$ cat src/design/oad_cfg.svh
// Constants of the operand address and decode block.
// Summary of operation
// - Direct address is page pointer (9 bits) above the 7-bit instruction offset.
// - Direct space is 512 pages of 128 words.
// - Direct offset comes from instruction bits 6 to 0.
// - Three-bit pointer picks one of eight auxiliary registers as indirect address.
// - Seven indirect updates: inc, dec, +AR0, -AR0, none, bit-reversed inc/dec.
// - Address uses current register first; update and pointer change follow.
// - Immediate operand comes from instruction field or second instruction word.
// - One following instruction may run up to 256 times; 8-bit counter.
// - Repeat counter loads from memory operand or immediate field.
// - Loaded count N makes the next instruction run N plus one times.
// - Repetitions after the first take one cycle each.
// - Prefetch overlaps execution; external operand access add_low_unsigned a cycle.
// - Most instructions take one cycle; branch, call and I/O are multicycle.
// - Decode 4-bit load/add shift field and 3-bit store shift field.
// - Decode 2-bit product shift code selecting one of four modes.
// - Decode 3-bit register field, 4-bit bit-select, 2-bit compare mode.
// - Add with shift: top 0000, shift 11:8, mode bit 7, address 6:0.
// - Upper bytes 48, 49, 4A decode high, unsigned and temp-shift add_low_unsigned.
// - Upper byte CC add_low_unsigned 8-bit unsigned low-byte constant.
// - Top 1101 with low byte 02 or 04: long add or AND, two words.
// - Upper byte 4E ANDs the low accumulator with the memory operand.
// - Operand shifts left 0 to 16 places with zero fill at the bottom.
// - Sign-extend mode picks sign fill or zero fill above the operand.
`ifndef OAD_CFG_SVH
`define OAD_CFG_SVH
`define OAD_OFS_CTRL 8'h00
`define OAD_OFS_ARP 8'h04
`define OAD_OFS_OPERAND 8'h08
`define OAD_OFS_TEMP 8'h0C
`define OAD_OFS_WORD2 8'h10
`define OAD_OFS_INSTR 8'h14
`define OAD_OFS_STATUS 8'h18
`define OAD_OFS_RESULT 8'h1C
`define OAD_OFS_DECODE 8'h20
`define OAD_OFS_AUX 8'h40
`define OAD_CTRL_SXM 9
`define OAD_CTRL_EXT 12
`define OAD_UB_ADD_HIGH_HALF 8'h48
`define OAD_UB_ADD_LOW_UNSIGNED 8'h49
`define OAD_UB_ADD_SHIFT_BY_TEMP 8'h4A
`define OAD_UB_RPT 8'h4B
`define OAD_UB_AND 8'h4E
`define OAD_UB_ADD_SHORT_CONST 8'hCC
`define OAD_UB_REPEAT_IMMEDIATE 8'hCB
`define OAD_TN_ADD 4'h0
`define OAD_TN_LONG 4'hD
`define OAD_TN_BRANCH 4'hF
`define OAD_TN_IN 4'h8
`define OAD_TN_OUT 4'hE
`define OAD_LB_ADD_LONG_CONST 8'h02
`define OAD_LB_AND_LONG_CONST 8'h04
`define OAD_MULTI_CYC 2'h2
`define OAD_HIGH_SHIFT 5'h10
`define OAD_CLK_PERIOD_NS 100
`endif

$ cat src/design/oad_pkg.sv
// Types shared by the operand address and decode block.
package oad_pkg;
	typedef enum logic [1:0] {oad_idle, oad_exec} oad_state_t;
	typedef enum logic [2:0] {
		oad_md_none, oad_md_inc, oad_md_dec, oad_md_add0,
		oad_md_sub0, oad_md_brinc, oad_md_brdec, oad_md_none2
	} oad_ind_mode_t;
	typedef struct packed {
		logic [3:0] shift_code;
		logic [2:0] store_shift;
		logic [1:0] product_shift_code;
		logic [2:0] aux_field;
		logic [3:0] bit_select;
		logic [1:0] compare_mode_field;
	} oad_fields_t;
endpackage

$ cat src/design/oad_decode.sv
// Instruction decode, operand address generation and repeat control over APB.
`timescale 1ns/1ps
`include "oad_cfg.svh"
module oad_decode import oad_pkg::*; #(
	parameter int AUX_COUNT = 8,
	parameter int PAGE_BITS = 9
) (
	// APB slave
	input wire logic pclk,
	input wire logic presetn,
	input wire logic psel,
	input wire logic penable,
	input wire logic pwrite,
	input wire logic [7:0] paddr,
	input wire logic [31:0] pwdata,
	output logic [31:0] prdata,
	output logic pready,
	output logic pslverr,
	// Operand presented to memory and ALU
	output logic [15:0] oper_addr,
	output logic oper_valid,
	output logic [31:0] alu_operand
);

	localparam int AW = $clog2(AUX_COUNT);

	// Register storage.
	logic [31:0] ctrl_reg;
	logic [AW-1:0] aux_reg_pointer;
	logic [15:0] operand_reg;
	logic [15:0] temporary_operand_reg;
	logic [15:0] word2_reg;
	logic [15:0] instr_reg;
	logic [15:0] aux_regs [AUX_COUNT];
	logic [7:0] repeat_counter;
	logic repeat_armed;
	logic repeating;
	logic [1:0] cyc_left;
	oad_state_t state;
	oad_fields_t fields_reg;

	function automatic logic [15:0] bitrev(input logic [15:0] v);
		logic [15:0] r;
		r = '0;
		for (int i = 0; i < 16; i++) begin
			r[i] = v[15-i];
		end
		return r;
	endfunction

	// Left shift with selectable upper fill; bottom is always zero.
	function automatic logic [31:0] shift_op(input logic [15:0] v, input logic [4:0] sh,
			input logic sx);
		logic [31:0] ext;
		ext = {(sx ? {16{v[15]}} : 16'h0000), v};
		return ext << sh;
	endfunction

	// Branch, call and I/O words need an extra cycle; other words are single-cycle unless an external operand adds one.
	function automatic logic multi_op(input logic [15:0] w);
		logic [3:0] top;
		top = w[15:12];
		return (top == `OAD_TN_BRANCH) || (top == `OAD_TN_IN) || (top == `OAD_TN_OUT);
	endfunction

	// True when a bus address selects auxiliary register idx.
	function automatic logic aux_hit(input logic [7:0] a, input int idx);
		return a == (`OAD_OFS_AUX + 8'(idx * 4));
	endfunction

	// APB strobes.
	logic setup;
	logic wr_acc;
	logic issue;
	logic busy;
	assign setup = psel & ~penable;
	assign wr_acc = psel & penable & pready & pwrite & ~pslverr;
	assign busy = (state != oad_idle);
	assign issue = wr_acc & (paddr == `OAD_OFS_INSTR) & ~busy;

	// Decode of the held instruction.
	logic [7:0] ub;
	logic [3:0] tn;
	logic is_long;
	logic is_rpt;
	logic is_repeat_immediate;
	logic is_memref;
	logic ind;
	oad_ind_mode_t imode;
	logic [15:0] cur_ar;
	logic [15:0] ar0;
	logic [15:0] eff_addr;
	logic sign_extend_mode;
	logic [31:0] op_val;
	assign ub = instr_reg[15:8];
	assign tn = instr_reg[15:12];
	assign is_long = (tn == `OAD_TN_LONG) &&
		(instr_reg[7:0] == `OAD_LB_ADD_LONG_CONST || instr_reg[7:0] == `OAD_LB_AND_LONG_CONST);
	assign is_rpt = (ub == `OAD_UB_RPT);
	assign is_repeat_immediate = (ub == `OAD_UB_REPEAT_IMMEDIATE);
	assign is_memref = ~instr_reg[15];
	assign ind = instr_reg[7];
	assign imode = oad_ind_mode_t'(instr_reg[6:4]);
	assign cur_ar = aux_regs[aux_reg_pointer];
	assign ar0 = aux_regs[0];
	assign sign_extend_mode = ctrl_reg[`OAD_CTRL_SXM];
	// Address is taken from the current register before any update.
	assign eff_addr = ind ? cur_ar :
		{ctrl_reg[PAGE_BITS-1:0], instr_reg[6:0]};

	always_comb begin
		op_val = shift_op(operand_reg, 5'h00, sign_extend_mode);
		if (tn == `OAD_TN_ADD) begin
			op_val = shift_op(operand_reg, {1'b0, instr_reg[11:8]}, sign_extend_mode);
		end else if (ub == `OAD_UB_ADD_HIGH_HALF) begin
			op_val = shift_op(operand_reg, `OAD_HIGH_SHIFT, sign_extend_mode);
		end else if (ub == `OAD_UB_ADD_LOW_UNSIGNED) begin
			op_val = shift_op(operand_reg, 5'h00, 1'b0);
		end else if (ub == `OAD_UB_ADD_SHIFT_BY_TEMP) begin
			op_val = shift_op(operand_reg, {1'b0, temporary_operand_reg[3:0]}, sign_extend_mode);
		end else if (ub == `OAD_UB_AND) begin
			op_val = {16'h0000, operand_reg};
		end else if (ub == `OAD_UB_ADD_SHORT_CONST) begin
			op_val = {24'h000000, instr_reg[7:0]};
		end else if (is_long) begin
			op_val = shift_op(word2_reg, {1'b0, instr_reg[11:8]}, sign_extend_mode);
		end
	end

	// Next value of the current auxiliary register after its use.
	// Bit-reversed modes add in mirrored order, so the carry runs from the top bit
	// downwards, which is the index order that a reordered transform needs.
	logic [15:0] ar_next;
	always_comb begin
		case (imode)
			oad_md_inc: ar_next = cur_ar + 16'h0001;
			oad_md_dec: ar_next = cur_ar - 16'h0001;
			oad_md_add0: ar_next = cur_ar + ar0;
			oad_md_sub0: ar_next = cur_ar - ar0;
			oad_md_brinc: ar_next = bitrev(bitrev(cur_ar) + bitrev(ar0));
			oad_md_brdec: ar_next = bitrev(bitrev(cur_ar) - bitrev(ar0));
			default: ar_next = cur_ar;
		endcase
	end

	// One iteration ends when the cycle count runs out.
	logic iter_end;
	logic more;
	assign iter_end = (state == oad_exec) && (cyc_left == 2'h0);
	assign more = repeating && (repeat_counter != 8'h00);

	// Execution sequencer.
	always_ff @(posedge pclk or negedge presetn) begin
		if (!presetn) begin
			state <= oad_idle;
			cyc_left <= 2'h0;
		end else begin
			case (state)
				oad_idle: begin
					if (issue) begin
						state <= oad_exec;
						// Prefetch hides the fetch; only branch/IO and an
						// external operand cost extra cycles.
						cyc_left <= multi_op(pwdata[15:0]) ? `OAD_MULTI_CYC - 2'h1 : 2'h0;
						if (ctrl_reg[`OAD_CTRL_EXT] && !pwdata[15]) begin
							cyc_left <= 2'h1;
						end
					end
				end
				oad_exec: begin
					if (cyc_left != 2'h0) begin
						cyc_left <= cyc_left - 2'h1;
					end else if (more) begin
						cyc_left <= 2'h0;
					end else begin
						state <= oad_idle;
					end
				end
				default: state <= oad_idle;
			endcase
		end
	end

	// Repeat counter: loaded with N, runs N plus one iterations.
	always_ff @(posedge pclk or negedge presetn) begin
		if (!presetn) begin
			repeat_counter <= 8'h00;
		end else if (iter_end) begin
			if (is_rpt) begin
				repeat_counter <= operand_reg[7:0];
			end else if (is_repeat_immediate) begin
				repeat_counter <= instr_reg[7:0];
			end else if (more) begin
				repeat_counter <= repeat_counter - 8'h01;
			end
		end
	end

	// Only the word issued right after a load is repeated; the load arms the count
	// rather than starting it, so the load itself is never counted as an iteration.
	always_ff @(posedge pclk or negedge presetn) begin
		if (!presetn) begin
			repeat_armed <= 1'b0;
			repeating <= 1'b0;
		end else begin
			if (issue && repeat_armed) begin
				repeating <= 1'b1;
				repeat_armed <= 1'b0;
			end
			if (iter_end) begin
				if (is_rpt || is_repeat_immediate) begin
					repeat_armed <= 1'b1;
				end else if (!more) begin
					repeating <= 1'b0;
				end
			end
		end
	end

	// Auxiliary registers and pointer.
	always_ff @(posedge pclk or negedge presetn) begin
		if (!presetn) begin
			aux_reg_pointer <= '0;
			for (int i = 0; i < AUX_COUNT; i++) begin
				aux_regs[i] <= 16'h0000;
			end
		end else begin
			if (iter_end && is_memref && ind) begin
				aux_regs[aux_reg_pointer] <= ar_next;
				if (instr_reg[3]) begin
					aux_reg_pointer <= instr_reg[AW-1:0];
				end
			end else if (wr_acc && !busy) begin
				if (paddr == `OAD_OFS_ARP) begin
					aux_reg_pointer <= pwdata[AW-1:0];
				end
				for (int i = 0; i < AUX_COUNT; i++) begin
					if (aux_hit(paddr, i)) begin
						aux_regs[i] <= pwdata[15:0];
					end
				end
			end
		end
	end

	// Software-written configuration and operand registers.
	always_ff @(posedge pclk or negedge presetn) begin
		if (!presetn) begin
			ctrl_reg <= 32'h00000000;
			operand_reg <= 16'h0000;
			temporary_operand_reg <= 16'h0000;
			word2_reg <= 16'h0000;
			instr_reg <= 16'h0000;
		end else if (wr_acc && !busy) begin
			case (paddr)
				`OAD_OFS_CTRL: ctrl_reg <= {19'h00000, pwdata[12:0]};
				`OAD_OFS_OPERAND: operand_reg <= pwdata[15:0];
				`OAD_OFS_TEMP: temporary_operand_reg <= pwdata[15:0];
				`OAD_OFS_WORD2: word2_reg <= pwdata[15:0];
				`OAD_OFS_INSTR: instr_reg <= pwdata[15:0];
				default: ;
			endcase
		end
	end

	// Field decode of each issued word.
	always_ff @(posedge pclk or negedge presetn) begin
		if (!presetn) begin
			fields_reg <= '0;
		end else if (issue) begin
			fields_reg.shift_code <= pwdata[11:8];
			fields_reg.store_shift <= pwdata[10:8];
			fields_reg.product_shift_code <= pwdata[1:0];
			fields_reg.aux_field <= pwdata[2:0];
			fields_reg.bit_select <= pwdata[11:8];
			fields_reg.compare_mode_field <= pwdata[1:0];
		end
	end

	// Operand outputs, one pulse per iteration.
	always_ff @(posedge pclk or negedge presetn) begin
		if (!presetn) begin
			oper_valid <= 1'b0;
		end else begin
			oper_valid <= iter_end;
		end
	end

	// Address and operand hold until the next iteration replaces them.
	always_ff @(posedge pclk or negedge presetn) begin
		if (!presetn) begin
			oper_addr <= 16'h0000;
		end else if (iter_end) begin
			oper_addr <= is_memref ? eff_addr : 16'h0000;
		end
	end

	always_ff @(posedge pclk or negedge presetn) begin
		if (!presetn) begin
			alu_operand <= 32'h00000000;
		end else if (iter_end) begin
			alu_operand <= op_val;
		end
	end

	// APB answer: one access cycle, no waits.
	logic [31:0] rd_mux;
	always_comb begin
		rd_mux = 32'h00000000;
		case (paddr)
			`OAD_OFS_CTRL: rd_mux = ctrl_reg;
			`OAD_OFS_ARP: rd_mux = {29'h0, 3'(aux_reg_pointer)};
			`OAD_OFS_OPERAND: rd_mux = {16'h0000, operand_reg};
			`OAD_OFS_TEMP: rd_mux = {16'h0000, temporary_operand_reg};
			`OAD_OFS_WORD2: rd_mux = {16'h0000, word2_reg};
			`OAD_OFS_INSTR: rd_mux = {16'h0000, instr_reg};
			`OAD_OFS_STATUS: rd_mux = {oper_addr, repeat_counter, 5'h00, repeat_armed,
				repeating, busy};
			`OAD_OFS_RESULT: rd_mux = alu_operand;
			`OAD_OFS_DECODE: rd_mux = {14'h0000, fields_reg};
			default: begin
				for (int i = 0; i < AUX_COUNT; i++) begin
					if (aux_hit(paddr, i)) begin
						rd_mux = {16'h0000, aux_regs[i]};
					end
				end
			end
		endcase
	end

	// Any byte address that is not a word of the map is refused.
	logic mapped;
	always_comb begin
		mapped = (paddr <= `OAD_OFS_DECODE) && (paddr[1:0] == 2'b00);
		for (int i = 0; i < AUX_COUNT; i++) begin
			if (aux_hit(paddr, i)) begin
				mapped = 1'b1;
			end
		end
	end

	// Ready answers every setup after exactly one access cycle.
	always_ff @(posedge pclk or negedge presetn) begin
		if (!presetn) begin
			pready <= 1'b0;
		end else begin
			pready <= setup;
		end
	end

	// Writes while executing are refused so operands cannot shift under it; the
	// refusal is decided at setup and also blocks the write at the access edge.
	always_ff @(posedge pclk or negedge presetn) begin
		if (!presetn) begin
			pslverr <= 1'b0;
		end else begin
			pslverr <= setup && (!mapped || (pwrite && busy));
		end
	end

	always_ff @(posedge pclk or negedge presetn) begin
		if (!presetn) begin
			prdata <= 32'h00000000;
		end else begin
			prdata <= (setup && !pwrite) ? rd_mux : 32'h00000000;
		end
	end

endmodule // oad_decode

$ cat config.mk
export PLATFORM = sky130hd
export DESIGN_NAME = oad_decode
export DESIGN_NICKNAME = d
export VERILOG_FILES = /design/src/design/oad_pkg.sv /design/src/design/oad_decode.sv
export VERILOG_INCLUDE_DIRS = /design/src /design/src/design
export SDC_FILE = /design/constraint.sdc
export NUM_CORES = 1
export LEC_CHECK = 0
export ABC_CLOCK_PERIOD_IN_PS = 4050
export BUFFER_PORTS_ARGS = -buffer_cell sky130_fd_sc_hd__buf_4
export CORE_AREA = 5 5 271 220
export CTS_BUF_LIST = sky130_fd_sc_hd__clkbuf_8
export DETAILED_ROUTE_END_ITERATION = 10
export DIE_AREA = 0 0 276 225
export PLACE_DENSITY = 0.66
export SLEW_MARGIN = 10
export SYNTH_ARGS = -nofsm -noshare
export SYNTH_HDL_FRONTEND = slang
export SYNTH_SLANG_ARGS = --single-unit
$ cat constraint.sdc
create_clock -name pclk -period 4.05 [get_ports pclk]
set_input_delay 0.81 -clock pclk [delete_from_list [all_inputs] [get_ports pclk]]
set_output_delay 0.81 -clock pclk [all_outputs]
set_load 0.02 [all_outputs]
==> metrics.cfg <==
[status]
status=finished with violations
violations=negative setup slack

[timing]
clock.fmax_mhz=236
setup_tns_ns=-5.84
slew_violations=0
finalHoldViolations=0
post-route-period-util_pct=104
fin_crit_ns=4.23
slew_headroom_pct=16.7
fin_skew_ns=0.0743
rsz0062_at_grt=true
finalSetupViolations=65
layout_setup_ws_ns=-0.179
worstMarginPinSlew_ns=1.25

[floorplan]
die_area_um2=62100
design.core.area_um2=56400
num_rows=78
start_util_pct=39.8
die_y_um=225
ios=128
die_w_um=276

[cts]
cts-buffers-inserted=55
holdBufCountCts=0
cts_tree=done
htreeDepth=2
cts_buffer_depth=3
cts_sinks=311
root_buffer=clkbuf_8
clk_latency_ns=0.72
path_clk_slew_ns=0.07

[critical_path]
cp_max_fo=8
criticalPathCategory=reg2reg
r2r_slack_ns=-0.18
end_kind=flop
arrival_ns=4.77
cp.required_ns=4.60
critPathLaunchType=flop

[pwr]
p_int_w=0.00513
vdd_drop_max_mv=0.212
power_frac_seq_pct=44.4
power_density_nw_per_um2=246
power.share.combinational_pct=8.4
switching_power_w=0.00196
p_clk_share_pct=47.3
p_leak_nw=12.7
sw_frac_of_total_pct=27.7

[yosys]
synth_cell_types=93
synth_top_area_share_pct=34.7
synth_most_common_cell=dfrtp_1
yosys_register_bits=311
synth_cells=2584
syn_area_um2=22400
synth.avg_cell_area_um2=8.68
yosysSeqAreaShare_pct=34.7
yosysTopAreaCell=dfrtp_1
netlist_top_cells_area=dfrtp_1 35%, o21ai_0 4.6%, mux2i_1 4.2%
synthArstFlopShare_pct=100
synth_ff_type=dfrtp_1
synth_edf_count=0
mappedNetlistNets=2680
yosysWarnings=0
ys_top_cells_by_count=311 x dfrtp_1, 252 x nand2_1, 209 x nor2_1

[global_routing]
grt_pass1_wl_um=165000
grt_pass1_vias=23700
antenna_found_initial=5
grt_max_degree=77
grt_util_all_layers_pct=35.4
overflow=0

[cells_and_area]
area_growth_pct=28.6
top_register=aux_regs
fin_nets=3024
largestRegisters=aux_regs x112, alu_operand x32, prdata x32
final_cell_area_um2=28800
largest_register_ffs=112
drive_above_1_share_pct=30.1

[run]
cap_violations=0

[route]
drt_iter0_drc=3945
via_per_inst=6.77
antenna_left=0
wl_met2_um=48100
wl_met3_um=15100
wl_um=116000
drtPass1Iterations=6
highest_layer=met5
met1_length_um=45700
vias=25300
wl_per_cell_um=31.1
drc=0

[min_path]
hold_path_class=in2async

[placed_design]
postPlaceCellArea_um2=26300
gp_congestion=1.06
hpwl_um=85900
portBuffers=111

cells in the final DEF (no fill, tap or decap), drive strengths merged, types with 28 or more instances in the layout:
master / synthesis / final
nor3: 52 / 52
o22ai: 56 / 56
buf: 44 / 516
a31oi: 40 / 40
inv: 57 / 74
nand3: 34 / 34
a211oi: 46 / 46
a221oi: 54 / 54
mux2i: 96 / 96
clkbuf: 185 / 68
dfrtp: 311 / 311
o21ai: 214 / 214
mux4: 33 / 33
mux2: 81 / 81
a21oi: 187 / 187
a22oi: 97 / 97
nor2: 211 / 211
ha: 48 / 48
a22o: 63 / 63
xnor2: 29 / 29
a221o: 28 / 28
nand2: 252 / 252
cell families after synthesis:
group	Yosys count	share of synthesized area (%)
AOI/OAI and AO/OA	966	29.3
xor gates and xnor gates	37	1.44
adders and majority gates	52	2.99
buffers and inverters	288	5.02
DFF	311	34.7
muxes	210	11.7
and+or+nand+nor	720	14.9
worst max-delay path, stage by stage, from the launching register on:
cell and delay [ns]:
dfrtp_2 0.50, buf_12 0.18, mux4_2 0.38, mux2i_4 0.12
buf_6 0.13, buf_4 0.13, fa_2 0.39, o21ba_4 0.22
or4_4 0.56, buf_6 0.15, a311oi_4 0.29, nor3_4 0.07
xnor2_1 0.18, o21ai_1 0.11, a221oi_2 0.31, buf_6 0.23
o21ai_1 0.09
metal layers:
layer | vias to the layer above | global-route usage, %
li1 | 10500 | -
met1 | 12500 | 47.6
met2 | 1842 | 51.6
met3 | 403 | 11.7
met4 | 8 | 17.0
met5 | - | 0
area by class of cell:
class                           count  area [µm²]
Fill cell                        5404       27600
Multi-Input combinational cell   1985       14500
Sequential cell                   311        7790
Timing Repair Buffer              516        4120
Tap cell                          760         951
Clock buffer                       68         936
Clock inverter                     33         309
Inverter                           59         224
Antenna cell                        1        2.50
stage by stage:
step                total power (W)  hold slack [ns]  instances  worst slack (ns)  utilization [%]
floorplan                   0.00342            0.446       2584          0.000964                -
global placement            0.00372            0.464       3600            -0.383             46.6
detailed placement          0.00372            0.468       3600            -0.457             46.6
CTS                         0.00705           0.0816       3712           -0.0767             50.1
global route                0.00726            0.110       3732            -0.232             51.1
finish                      0.00709           0.0803       3733            -0.179             51.1
what timing repair did:
item / in CTS / in global routing
gates resized for setup: 124 / 108
buffers inserted: 10 / 21
gates cloned: 1 / 0
pin swaps: 15 / 43
setup endpoints to repair: 112 / 109
power groups by stage:
stage               logic, W  clock network, W  registers (W)
floorplan           0.000224                 0        0.00319
global placement    0.000517                 0        0.00320
detailed placement  0.000523                 0        0.00320
CTS                 0.000550           0.00335        0.00314
global route        0.000624           0.00349        0.00314
finish              0.000593           0.00335        0.00315
worst paths after layout:
path | startpoint | end | cells past startpoint
setup / recovery | aux_reg_pointer[0]$_DFFE_PN0P_ | aux_regs[97]$_DFFE_PN0P_ | 16
hold / removal | presetn | operand_reg[13]$_DFFE_PN0P_ | 1
setup reg to reg | aux_reg_pointer[0]$_DFFE_PN0P_ | aux_regs[97]$_DFFE_PN0P_ | 16
hold reg to reg | fields_reg[8]$_DFFE_PN0P_ | fields_reg[8]$_DFFE_PN0P_ | 2
max in group asynchronous | presetn | aux_regs[83]$_DFFE_PN0P_ | 2
min in group pclk | penable | pready$_DFF_PN0_ | 2
(Power assumes the default switching activity.)
